## src/rtl/selfgain_pkg.sv

```systemverilog
// constants for the self-gain and channel-0 lower-limit register bank
package selfgain_pkg;
   // ----------------------------------------
   // register map
   // ----------------------------------------
   localparam int        ADDR_W         = 7;
   localparam int        DATA_W         = 24;
   localparam logic [6:0] ADDR_GAIN8    = 7'h1b;
   localparam logic [6:0] ADDR_GAIN16   = 7'h1c;
   localparam logic [6:0] ADDR_GAIN32   = 7'h1d;
   localparam logic [6:0] ADDR_GAIN64   = 7'h1e;
   localparam logic [6:0] ADDR_GAIN128  = 7'h1f;
   localparam logic [6:0] ADDR_LIMIT0   = 7'h20;
   localparam int        NUM_GAIN_REGS  = 5;
   // reset values are not documented; unity scale and zero limit
   localparam logic [23:0] GAIN_RESET   = 24'h800000;
   localparam logic [23:0] LIMIT_RESET  = 24'h000000;
   localparam logic [23:0] SCALE_UNITY  = 24'h800000;
   // ----------------------------------------
   // amplifier gain codes (1,2,4,8..128)
   // ----------------------------------------
   localparam logic [2:0] GAIN_SEL_8    = 3'h3;
   localparam logic [2:0] GAIN_SEL_128  = 3'h7;
   localparam int        FRAC_BITS      = 23;
   // ----------------------------------------
   // serial frame layout
   // ----------------------------------------
   localparam int        CMD_BITS       = 8;
   localparam int        FRAME_BITS     = 32;
   localparam int        CMD_READ_BIT   = 7;
   localparam int        CNT_W          = 6;
endpackage : selfgain_pkg

```

## src/rtl/selfgain_threshold_regs.sv

```systemverilog
// self-gain registers, channel-0 lower limit and serial register port
`timescale 1ns/1ps
module selfgain_threshold_regs
   import selfgain_pkg::*;
(
   input  wire logic        ref_clk,
   input  wire logic        rst,
   input  wire logic        spi_sclk,
   input  wire logic        spi_cs_n,
   input  wire logic        spi_mosi,
   output logic             spi_miso,
   output logic             spi_miso_oe,
   input  wire logic [2:0]  pga_gain_sel,
   input  wire logic [23:0] low_gain_scale,
   input  wire logic        corr_valid,
   input  wire logic [23:0] corr_result,
   output logic             scaled_valid,
   output logic      [23:0] scaled_result,
   input  wire logic        cal_wr_valid,
   input  wire logic [2:0]  cal_wr_gain_sel,
   input  wire logic [23:0] cal_wr_value,
   input  wire logic        ch0_result_valid,
   input  wire logic [23:0] ch0_conversion_result,
   input  wire logic        unipolar_bipolar_select,
   input  wire logic        format_offset_binary,
   output logic             ch0_under_range_flag
);
   typedef enum logic [1:0] {ST_IDLE, ST_CMD, ST_DATA} frame_state_t;

   logic [2:0]         pins_sync;
   logic               sclk_s;
   logic               cs_n_s;
   logic               mosi_s;
   logic               sclk_prev_reg;
   logic               sclk_rise;
   logic               sclk_fall;

   frame_state_t       state_reg;
   frame_state_t       state_next;
   logic [CNT_W-1:0]   cnt_reg;
   logic [CNT_W-1:0]   cnt_next;
   logic [31:0]        rx_reg;
   logic [31:0]        rx_next;
   logic [23:0]        tx_reg;
   logic [23:0]        tx_next;
   logic               is_read_reg;
   logic               is_read_next;
   logic [ADDR_W-1:0]  addr_reg;
   logic [ADDR_W-1:0]  addr_next;
   logic               host_wr;
   logic [23:0]        rd_data;

   logic [23:0]        gain_reg [NUM_GAIN_REGS];
   logic [23:0]        gain_next [NUM_GAIN_REGS];
   logic [23:0]        limit_reg;
   logic [23:0]        limit_next;
   logic               under_reg;
   logic               under_next;
   logic               below;
   logic [23:0]        scale_sel;

   // ----------------------------------------
   // pin synchronisation
   // ----------------------------------------
   pin_sync #(
      .WIDTH (3),
      .INIT  (3'b010)
   ) u_pin_sync (
      .ref_clk  (ref_clk),
      .rst      (rst),
      .pin_in   ({spi_sclk, spi_cs_n, spi_mosi}),
      .sync_out (pins_sync)
   );

   assign sclk_s    = pins_sync[2];
   assign cs_n_s    = pins_sync[1];
   assign mosi_s    = pins_sync[0];
   assign sclk_rise = sclk_s && !sclk_prev_reg;
   assign sclk_fall = !sclk_s && sclk_prev_reg;

   // ----------------------------------------
   // serial frame: command byte then 24 data bits
   // ----------------------------------------
   // four bytes msb first
   always_comb begin
      state_next   = state_reg;
      cnt_next     = cnt_reg;
      rx_next      = rx_reg;
      tx_next      = tx_reg;
      is_read_next = is_read_reg;
      addr_next    = addr_reg;
      host_wr      = 1'b0;
      if (cs_n_s) begin
         // deselect abandons a partial frame; nothing is written
         state_next = ST_IDLE;
         cnt_next   = '0;
      end else begin
         unique case (state_reg)
            ST_IDLE: begin
               state_next = ST_CMD;
               cnt_next   = '0;
            end
            ST_CMD: begin
               if (sclk_rise) begin
                  rx_next  = {rx_reg[30:0], mosi_s};
                  cnt_next = cnt_reg + 6'd1;
                  if (cnt_reg == 6'(CMD_BITS - 1)) begin
                     is_read_next = rx_next[CMD_READ_BIT];
                     addr_next    = rx_next[ADDR_W-1:0];
                     state_next   = ST_DATA;
                  end
               end
            end
            ST_DATA: begin
               if (sclk_rise && cnt_reg < 6'(FRAME_BITS)) begin
                  rx_next  = {rx_reg[30:0], mosi_s};
                  cnt_next = cnt_reg + 6'd1;
                  if (cnt_reg == 6'(FRAME_BITS - 1)) begin
                     host_wr = !is_read_reg;
                  end
               end
               // first data bit already sits on the pin after the load
               if (sclk_fall && cnt_reg > 6'(CMD_BITS)) begin
                  tx_next = {tx_reg[22:0], 1'b0};
               end
            end
         endcase
      end
      if (state_reg == ST_CMD && state_next == ST_DATA) begin
         tx_next = rd_data;
      end
   end

   always_ff @(posedge ref_clk or posedge rst) begin
      if (rst) begin
         state_reg     <= ST_IDLE;
         cnt_reg       <= '0;
         rx_reg        <= '0;
         tx_reg        <= '0;
         is_read_reg   <= 1'b0;
         addr_reg      <= '0;
         sclk_prev_reg <= 1'b0;
      end else begin
         state_reg     <= state_next;
         cnt_reg       <= cnt_next;
         rx_reg        <= rx_next;
         tx_reg        <= tx_next;
         is_read_reg   <= is_read_next;
         addr_reg      <= addr_next;
         sclk_prev_reg <= sclk_s;
      end
   end

   assign spi_miso    = tx_reg[23];
   assign spi_miso_oe = !cs_n_s;

   // ----------------------------------------
   // read mux; unmapped addresses read zero
   // ----------------------------------------
   always_comb begin
      rd_data = 24'h000000;
      if (addr_next >= ADDR_GAIN8 && addr_next <= ADDR_GAIN128) begin
         rd_data = gain_reg[3'(addr_next - ADDR_GAIN8)];
      end else if (addr_next == ADDR_LIMIT0) begin
         rd_data = limit_reg;
      end
   end

   // ----------------------------------------
   // gain words and lower limit
   // ----------------------------------------
   // hold until write
   always_comb begin
      for (int i = 0; i < NUM_GAIN_REGS; i++) begin
         gain_next[i] = gain_reg[i];
         // host word update
         // last data bit lands this cycle, so take the shifter's next value
         if (host_wr && addr_reg == ADDR_GAIN8 + 7'(i)) begin
            gain_next[i] = rx_next[23:0];
         end
         // a calibration run finishing last is the fresher value
         if (cal_wr_valid && cal_wr_gain_sel == GAIN_SEL_8 + 3'(i)) begin
            gain_next[i] = cal_wr_value;
         end
      end
      limit_next = limit_reg;
      if (host_wr && addr_reg == ADDR_LIMIT0) begin
         limit_next = rx_next[23:0];
      end
   end

   // ----------------------------------------
   // channel-0 lower-limit comparison
   // ----------------------------------------
   // coding-aware compare
   always_comb begin
      if (!unipolar_bipolar_select && !format_offset_binary) begin
         below = $signed(ch0_conversion_result) < $signed(limit_reg);
      end else begin
         below = ch0_conversion_result < limit_reg;
      end
      under_next = under_reg;
      if (ch0_result_valid) begin
         under_next = below;
      end
   end

   always_ff @(posedge ref_clk or posedge rst) begin
      if (rst) begin
         for (int i = 0; i < NUM_GAIN_REGS; i++) begin
            gain_reg[i] <= GAIN_RESET;
         end
         limit_reg <= LIMIT_RESET;
         under_reg <= 1'b0;
      end else begin
         gain_reg  <= gain_next;
         limit_reg <= limit_next;
         under_reg <= under_next;
      end
   end

   assign ch0_under_range_flag = under_reg;

   // ----------------------------------------
   // self-gain scaling path
   // ----------------------------------------
   // word of the active gain
   always_comb begin
      scale_sel = low_gain_scale;
      if (pga_gain_sel >= GAIN_SEL_8) begin
         scale_sel = gain_reg[3'(pga_gain_sel - GAIN_SEL_8)];
      end
   end

   gain_scaler u_gain_scaler (
      .ref_clk   (ref_clk),
      .rst       (rst),
      .in_valid  (corr_valid),
      .in_data   (corr_result),
      .scale     (scale_sel),
      .out_valid (scaled_valid),
      .out_data  (scaled_result)
   );
endmodule : selfgain_threshold_regs

```

## src/rtl/pin_sync.sv

```systemverilog
// two-flop synchroniser for pins entering the ref_clk domain
`timescale 1ns/1ps
module pin_sync #(
   parameter int           WIDTH = 1,
   parameter logic [WIDTH-1:0] INIT = '0
) (
   input  wire logic             ref_clk,
   input  wire logic             rst,
   input  wire logic [WIDTH-1:0] pin_in,
   output logic      [WIDTH-1:0] sync_out
);
   logic [WIDTH-1:0] meta_reg;
   logic [WIDTH-1:0] sync_reg;

   always_ff @(posedge ref_clk or posedge rst) begin
      if (rst) begin
         meta_reg <= INIT;
         sync_reg <= INIT;
      end else begin
         meta_reg <= pin_in;
         sync_reg <= meta_reg;
      end
   end

   assign sync_out = sync_reg;
endmodule : pin_sync

```

## src/rtl/gain_scaler.sv

```systemverilog
// multiplies a corrected result by an unsigned 1.23 scale factor
`timescale 1ns/1ps
module gain_scaler
   import selfgain_pkg::*;
(
   input  wire logic        ref_clk,
   input  wire logic        rst,
   input  wire logic        in_valid,
   input  wire logic [23:0] in_data,
   input  wire logic [23:0] scale,
   output logic             out_valid,
   output logic      [23:0] out_data
);
   logic signed [48:0] product;
   logic signed [25:0] shifted;
   logic        [23:0] sat_value;
   logic               out_valid_reg;
   logic               out_valid_next;
   logic        [23:0] out_data_reg;
   logic        [23:0] out_data_next;

   // ----------------------------------------
   // scaling
   // ----------------------------------------
   // unsigned fixed point
   always_comb begin
      product = 49'($signed(in_data)) * 49'($signed({1'b0, scale}));
      shifted = product[48:FRAC_BITS];
      // scale reaches almost 2x, so clamp instead of wrapping
      if (shifted[25:23] == 3'b000 || shifted[25:23] == 3'b111) begin
         sat_value = shifted[23:0];
      end else if (shifted[25]) begin
         sat_value = 24'h800000;
      end else begin
         sat_value = 24'h7fffff;
      end
   end

   always_comb begin
      out_valid_next = in_valid;
      out_data_next  = out_data_reg;
      if (in_valid) begin
         out_data_next = sat_value;
      end
   end

   always_ff @(posedge ref_clk or posedge rst) begin
      if (rst) begin
         out_valid_reg <= 1'b0;
         out_data_reg  <= 24'h000000;
      end else begin
         out_valid_reg <= out_valid_next;
         out_data_reg  <= out_data_next;
      end
   end

   assign out_valid = out_valid_reg;
   assign out_data  = out_data_reg;
endmodule : gain_scaler

```

## config.mk

```make
export PLATFORM = sky130hd
export DESIGN_NAME = selfgain_threshold_regs
export DESIGN_NICKNAME = d
export VERILOG_FILES = /design/src/rtl/selfgain_pkg.sv /design/src/rtl/selfgain_threshold_regs.sv /design/src/rtl/pin_sync.sv /design/src/rtl/gain_scaler.sv
export SDC_FILE = /design/constraint.sdc
export NUM_CORES = 2
export LEC_CHECK = 0
export BUFFER_PORTS_ARGS = -buffer_cell sky130_fd_sc_hd__buf_4
export CORE_MARGIN = 4
export CORE_UTILIZATION = 25
export DETAILED_ROUTE_END_ITERATION = 12
export GPL_ROUTABILITY_DRIVEN = 0
export GPL_TIMING_DRIVEN = 1
export SYNTH_ARGS = -nofsm -noshare
export SYNTH_HDL_FRONTEND = slang
export SYNTH_HIERARCHICAL = 1
export SYNTH_SLANG_ARGS = --single-unit
```

## constraint.sdc

```tcl
create_clock -name ref_clk -period 22.2 [get_ports ref_clk]
set_clock_uncertainty 0.1 [all_clocks]
set_input_delay 4.44 -clock ref_clk [delete_from_list [all_inputs] [get_ports ref_clk]]
set_output_delay 4.44 -clock ref_clk [all_outputs]
set_load 0.01 [all_outputs]
```

## Word level (Yosys, flattened, before mapping)

Cells that the tools add are included.

- Input bits: 112
- Flip-flop bits (word level): 241
- Output and inout port bits: 28
- Word-level logic and storage cells: 138

- Add/sub/neg operators: 3
- Multiplexer cells: 46
- Magnitude comparators: 9
- Eq/ne operators: 21
- Bitwise operators: 3
- $mul: 1
- Reduce and logical (&&, ||, !) cells: 37

Operators by type and width:

| cell | count |
|---|---|
| 24-bit two-way mux | 24 |
| 24-bit binary-select mux with 3-bit select | 2 |
| 25-bit two-way mux | 2 |
| 25-bit case mux with 2 select lines | 1 |
| 24-bit by 25-bit multiplier with 49-bit output | 1 |
| 24-bit less-than comparator | 2 |
| 7-bit by 5-bit == test with 1-bit output (second input constant) | 5 |
| 7-bit two-way mux | 4 |
| 1-bit logical AND | 18 |
| 6-bit two-way mux | 3 |
| 6-bit case mux with 3 select lines | 1 |
| 3-bit == test (second input constant) | 5 |
| 7-bit by 6-bit == test with 1-bit output (second input constant) | 2 |
| 2-bit nonzero test | 7 |
| 4-bit greater-or-equal comparator (second input constant) | 2 |
| 3-bit NOT with 4-bit output | 2 |
| 7-bit by 5-bit greater-or-equal comparator with 1-bit output (second input constant) | 1 |
| 7-bit by 5-bit <= comparator with 1-bit output (second input constant) | 1 |
| 6-bit by 1-bit adder with 6-bit output (second input constant) | 1 |
| 6-bit by 3-bit == test with 1-bit output (second input constant) | 1 |
| 6-bit by 5-bit == test with 1-bit output (second input constant) | 1 |
| 6-bit by 4-bit greater-than comparator with 1-bit output (second input constant) | 1 |
| 1-bit zero test | 6 |
| 6-bit less-than comparator (second input constant) | 1 |
| other kinds (17) | 26 |

## Longest topological paths before layout

- Depth in word-level cells: 12
- Depth in mapped cells: 35
- Gate-level depth less buffers: 31

## Cells and area by module

Netlist, hierarchy kept.

Modules (own cells, without submodules):

| module | area an instance (µm²) | seq. area each (µm²) | cells an instance | times used |
|---|---|---|---|---|
| gain_scaler | 20,131.8 | 625.6 | 2,269 | 1 |
| selfgain_threshold_regs | 13,472.9 | 5,261.3 | 1,405 | 1 |
| pin_sync | 156.4 | 152.6 | 7 | 1 |

## Least setup slack after synthesis

Ideal clock, no wire load.

- Path kind: input port to flip-flop
- Start: input pga_gain_sel[0]
- End: register u_gain_scaler.out_data_reg[12], in the netlist u_gain_scaler/out_data[12]
- Required time: 22.018 ns
- Stages on the path: 33
- Path slack: 9.140 ns
- Library setup time: 0.082 ns
- Arrival time: 12.877 ns
- Cell sequence: ha_1 clkbuf_1 buf_2 buf_2 nor2_1 clkbuf_1 a21oi_1 o21ai_0 clkbuf_1 nand2_1 fa_1 inv_1 fa_1 fa_1 inv_1 fa_1 inv_1 fa_1 fa_1 inv_1 fa_1 inv_1 ha_1 nand4_2 or4_1 or4b_1 o32ai_2 o21bai_2 o2111ai_2 xnor2_2 a31oi_4 buf_6 o22ai_1

- Longest elaborated chain between the ends: 10
- Elaborated cells on any way between the ends: 13
- Classes of those cells: add/sub: 1; mul: 1; order compare: 1; eq/ne: 1; mux: 6; bitwise: 1; reduce/logical: 2

RTL lines:

| what | RTL line | text |
|---|---|---|
| from (decl) | selfgain_threshold_regs.sv:13 | `input wire logic [2:0] pga_gain_sel,` |
| 3-bit by 2-bit subtractor with 3-bit output | selfgain_threshold_regs.sv:231 | `scale_sel = gain_reg[3'(pga_gain_sel - GAIN_SEL_8)];` |
| 3-bit NOT with 4-bit output (implied by the code) | selfgain_threshold_regs.sv:231 |  |
| 24-bit binary-select mux with 3-bit select | selfgain_threshold_regs.sv:231 |  |
| 24-bit two-way mux (implied by the code) (2 in a row) | selfgain_threshold_regs.sv:231 |  |
| 24-bit two-way mux (*) | selfgain_threshold_regs.sv:230 | `if (pga_gain_sel >= GAIN_SEL_8) begin` |
| named net scale_sel[19] | selfgain_threshold_regs.sv:60 | `logic [23:0] scale_sel;` |
| 24-bit by 25-bit multiplier with 49-bit output (*) | gain_scaler.sv:27 | `product = 49'($signed(in_data)) * 49'($signed({1'b0, scale}));` |
| 3-bit == test or 3-bit zero test (tied branches) | gain_scaler.sv:30 | `if (shifted[25:23] == 3'b000 \|\| shifted[25:23] == 3'b111) begin` |
| 1-bit logical OR | gain_scaler.sv:30 |  |
| 24-bit two-way mux (*) | gain_scaler.sv:30 |  |
| to (signal assigned) | gain_scaler.sv:53 | `out_data_reg <= out_data_next;` |
| to (decl) | gain_scaler.sv:19 | `logic [23:0] out_data_reg;` |

Mark *: on every way through the listed nets, which the timed path passes. The rest lies on a longest branch. The select of a mux whose other input is x is not followed.
A chain may end at the register's enable or synchronous reset.

## Worst setup path in the final report

- Start: input pga_gain_sel[0]
- End: register u_gain_scaler.out_data_reg[2], in the netlist u_gain_scaler/out_data[2]

The elaborated chain is that of the path after synthesis.

==> qor.csv <==
metric;value;unit
synth_area_per_cell;9.172;sq um
die_w;375.5;microns
drt_iter0_markers;1688;
grt_max_degree;84;
holdWs;246.9;ps
initial_utilization;25.23;%
dieArea;141000;sq um
synth_ff_type;dfrtp_1;
viasPerCell;4.824;
hold_buffers;0;
yosysSeqAreaShare;17.89;%
grt_pass1_vias;27930;
setup_viol;0;
crit_arrival;14560;ps
ys_seq_elements;241;
final_layout_size_suffix_gt1_share;10.75;%
worstMarginPinSlew;1205;ps
drv_cap;0;
largest_register_ffs;120;
min_period_over_period;64.13;%
path_class;in -> reg;
hold_path_class;reg -> reg;
clock_sinks;241;
grt_pass1_wl;166.2;mm
fin_tns_setup;0;ps
critPathSlowestCell;o21ai_4;
core-area;133800;sq um
required;22530;ps
gr-usage-all-layers;15.00;%
antenna_left;0;
chipHeight;375.5;microns
nNetsFinal;4501;
final-max-slew-violation-count;0;
synth.distinct_cells;91;
syn_inst;3681;
fin_util;28.18;%
crit_path_start_kind;primary input;
cts_buffers;30;
wl;107.0;mm
post_cts_buffers;0;
critPathCaptureType;register;
vias;26430;
hpwlAfterDp;78.21;mm
cts_resized;0;
layout_common_cells;inv_1, nand2_1, fa_1, and2_1, dfrtp_1;
rsz0062_at_grt;false;
clk_pin_slew_worst_paths;60;ps
cts_htree_levels;1;
synth_edf_count;0;
clock_path_buffers;3;
grt_use_met3;2.752;%
cts_tree;built;
wl_per_cell;19.52;microns
first_pass_iters;5;
post-route-min-period;14240;ps
maxSlewHeadroom;19.63;%
setup_ws;7963;ps
grt.overflow.total;0;
final_common_cell;inv_1;
dpl_worst_slack;7463;ps
portBuffers;139;
max_stage_delay;760;ps
rows;134;
pin_count;140;
top_usage_layer;met2;
path_max_fanout;27;
area_delta_synth_final;11.69;%
synthesis.area;33760;sq um
status;completed;
met2_usage;25.75;%
drc;0;
cts_root_buf;clkbuf_16;
hold_violations;0;
path_common_cell;fa_1;
ys_async_sr_fraction;100.0;%
yosys_warnings;6;
antenna_found_initial;8;
worst_skew_pair.late_latency;580;ps
fmax;70.24;MHz
syn-num-nets;4503;
grt_util_met1;18.79;%
-- metal layers --
| metal | part of all wire (%) | up-vias |
|---|---|---|
| li1 | - | 11860 |
| met2 | 48 | 892 |
| met4 | 4.0 | 4 |
| met1 | 40 | 13480 |
| met3 | 7.2 | 197 |
| met5 | 0.025 | - |
-- synthesized netlist by cell type (13+ instances only) --
cell / number / area share, %
nand2b_1: 44 / 0.82
mux2_2: 33 / 1.1
nor2b_1: 42 / 0.78
o21ai_0: 127 / 1.9
o21ai_1: 90 / 1.3
nand3_1: 16 / 0.24
inv_1: 581 / 6.5
a2bb2oi_1: 23 / 0.60
mux4_2: 24 / 1.6
a22o_1: 47 / 1.2
clkbuf_1: 180 / 2.0
buf_2: 21 / 0.31
ha_1: 229 / 8.5
and2_1: 258 / 4.8
xnor2_1: 13 / 0.34
nor2_1: 61 / 0.68
fa_1: 481 / 29
o22ai_1: 22 / 0.41
nor3_1: 15 / 0.22
nand2_1: 556 / 6.2
mux2i_1: 172 / 5.1
o211ai_1: 30 / 0.67
o221a_2: 24 / 0.80
a21oi_1: 124 / 1.8
a21o_1: 28 / 0.62
dfrtp_1: 234 / 17
a31oi_1: 29 / 0.54
-- cell type report --
cell class | count | area (sq um)
Fill cell | 14140 | 96090
Multi-Input combinational cell | 2635 | 24770
Sequential cell | 241 | 6041
Tap cell | 1768 | 2212
Inverter | 581 | 2188
Timing Repair Buffer | 190 | 1426
Clock buffer | 48 | 909.6
Clock inverter | 8 | 146.4
Antenna cell | 7 | 17.52
-- kinds of logic after synthesis --
group | after synthesis | share of synthesized area (%)
mux | 229 | 7.801
xor+xnor | 22 | 0.5930
flops | 241 | 17.89
compound gates | 608 | 11.72
fa+ha+maj | 710 | 37.01
simple gates | 1066 | 15.58
buf+inv | 805 | 9.406
-- metrics by stage --
| step | cells | cell area, sq um |
|---|---|---|
| floorplan | 3681 | 33760 |
| global placement | 5415 | 36630 |
| detailed placement | 5415 | 36630 |
| CTS | 5471 | 37690 |
| global route | 5471 | 37690 |
| finish | 5478 | 37710 |
-- worst max-delay path, delay by kind of cell --
family	cells	cell delay (ps)
buffers and inverters	8	1190
AOI/OAI and AO/OA	7	2110
xor gates and xnor gates	1	150
adders and majority gates	10	4400
and+or+nand+nor	6	2210
-- final timing paths --
path | start | to | slack [ps] | cells past startpoint
worst max-delay path | pga_gain_sel[0] | u_gain_scaler/out_data[2] | 7960 | 32
worst min-delay path | u_pin_sync/meta_reg[2] | u_pin_sync/sync_out[2] | 250 | 0
worst max register to register | gain_reg[56] | u_gain_scaler/out_data[2] | 13320 | 29
worst min register to register | u_pin_sync/meta_reg[2] | u_pin_sync/sync_out[2] | 250 | 0
max in group asynchronous | rst | gain_reg[20] | 16710 | 3
min in group asynchronous | rst | u_pin_sync/sync_out[2] | 3760 | 2
Power is left out: the tool's default activity adds up to more than one toggle a clock period on the data nets, which glitch-free logic cannot reach.
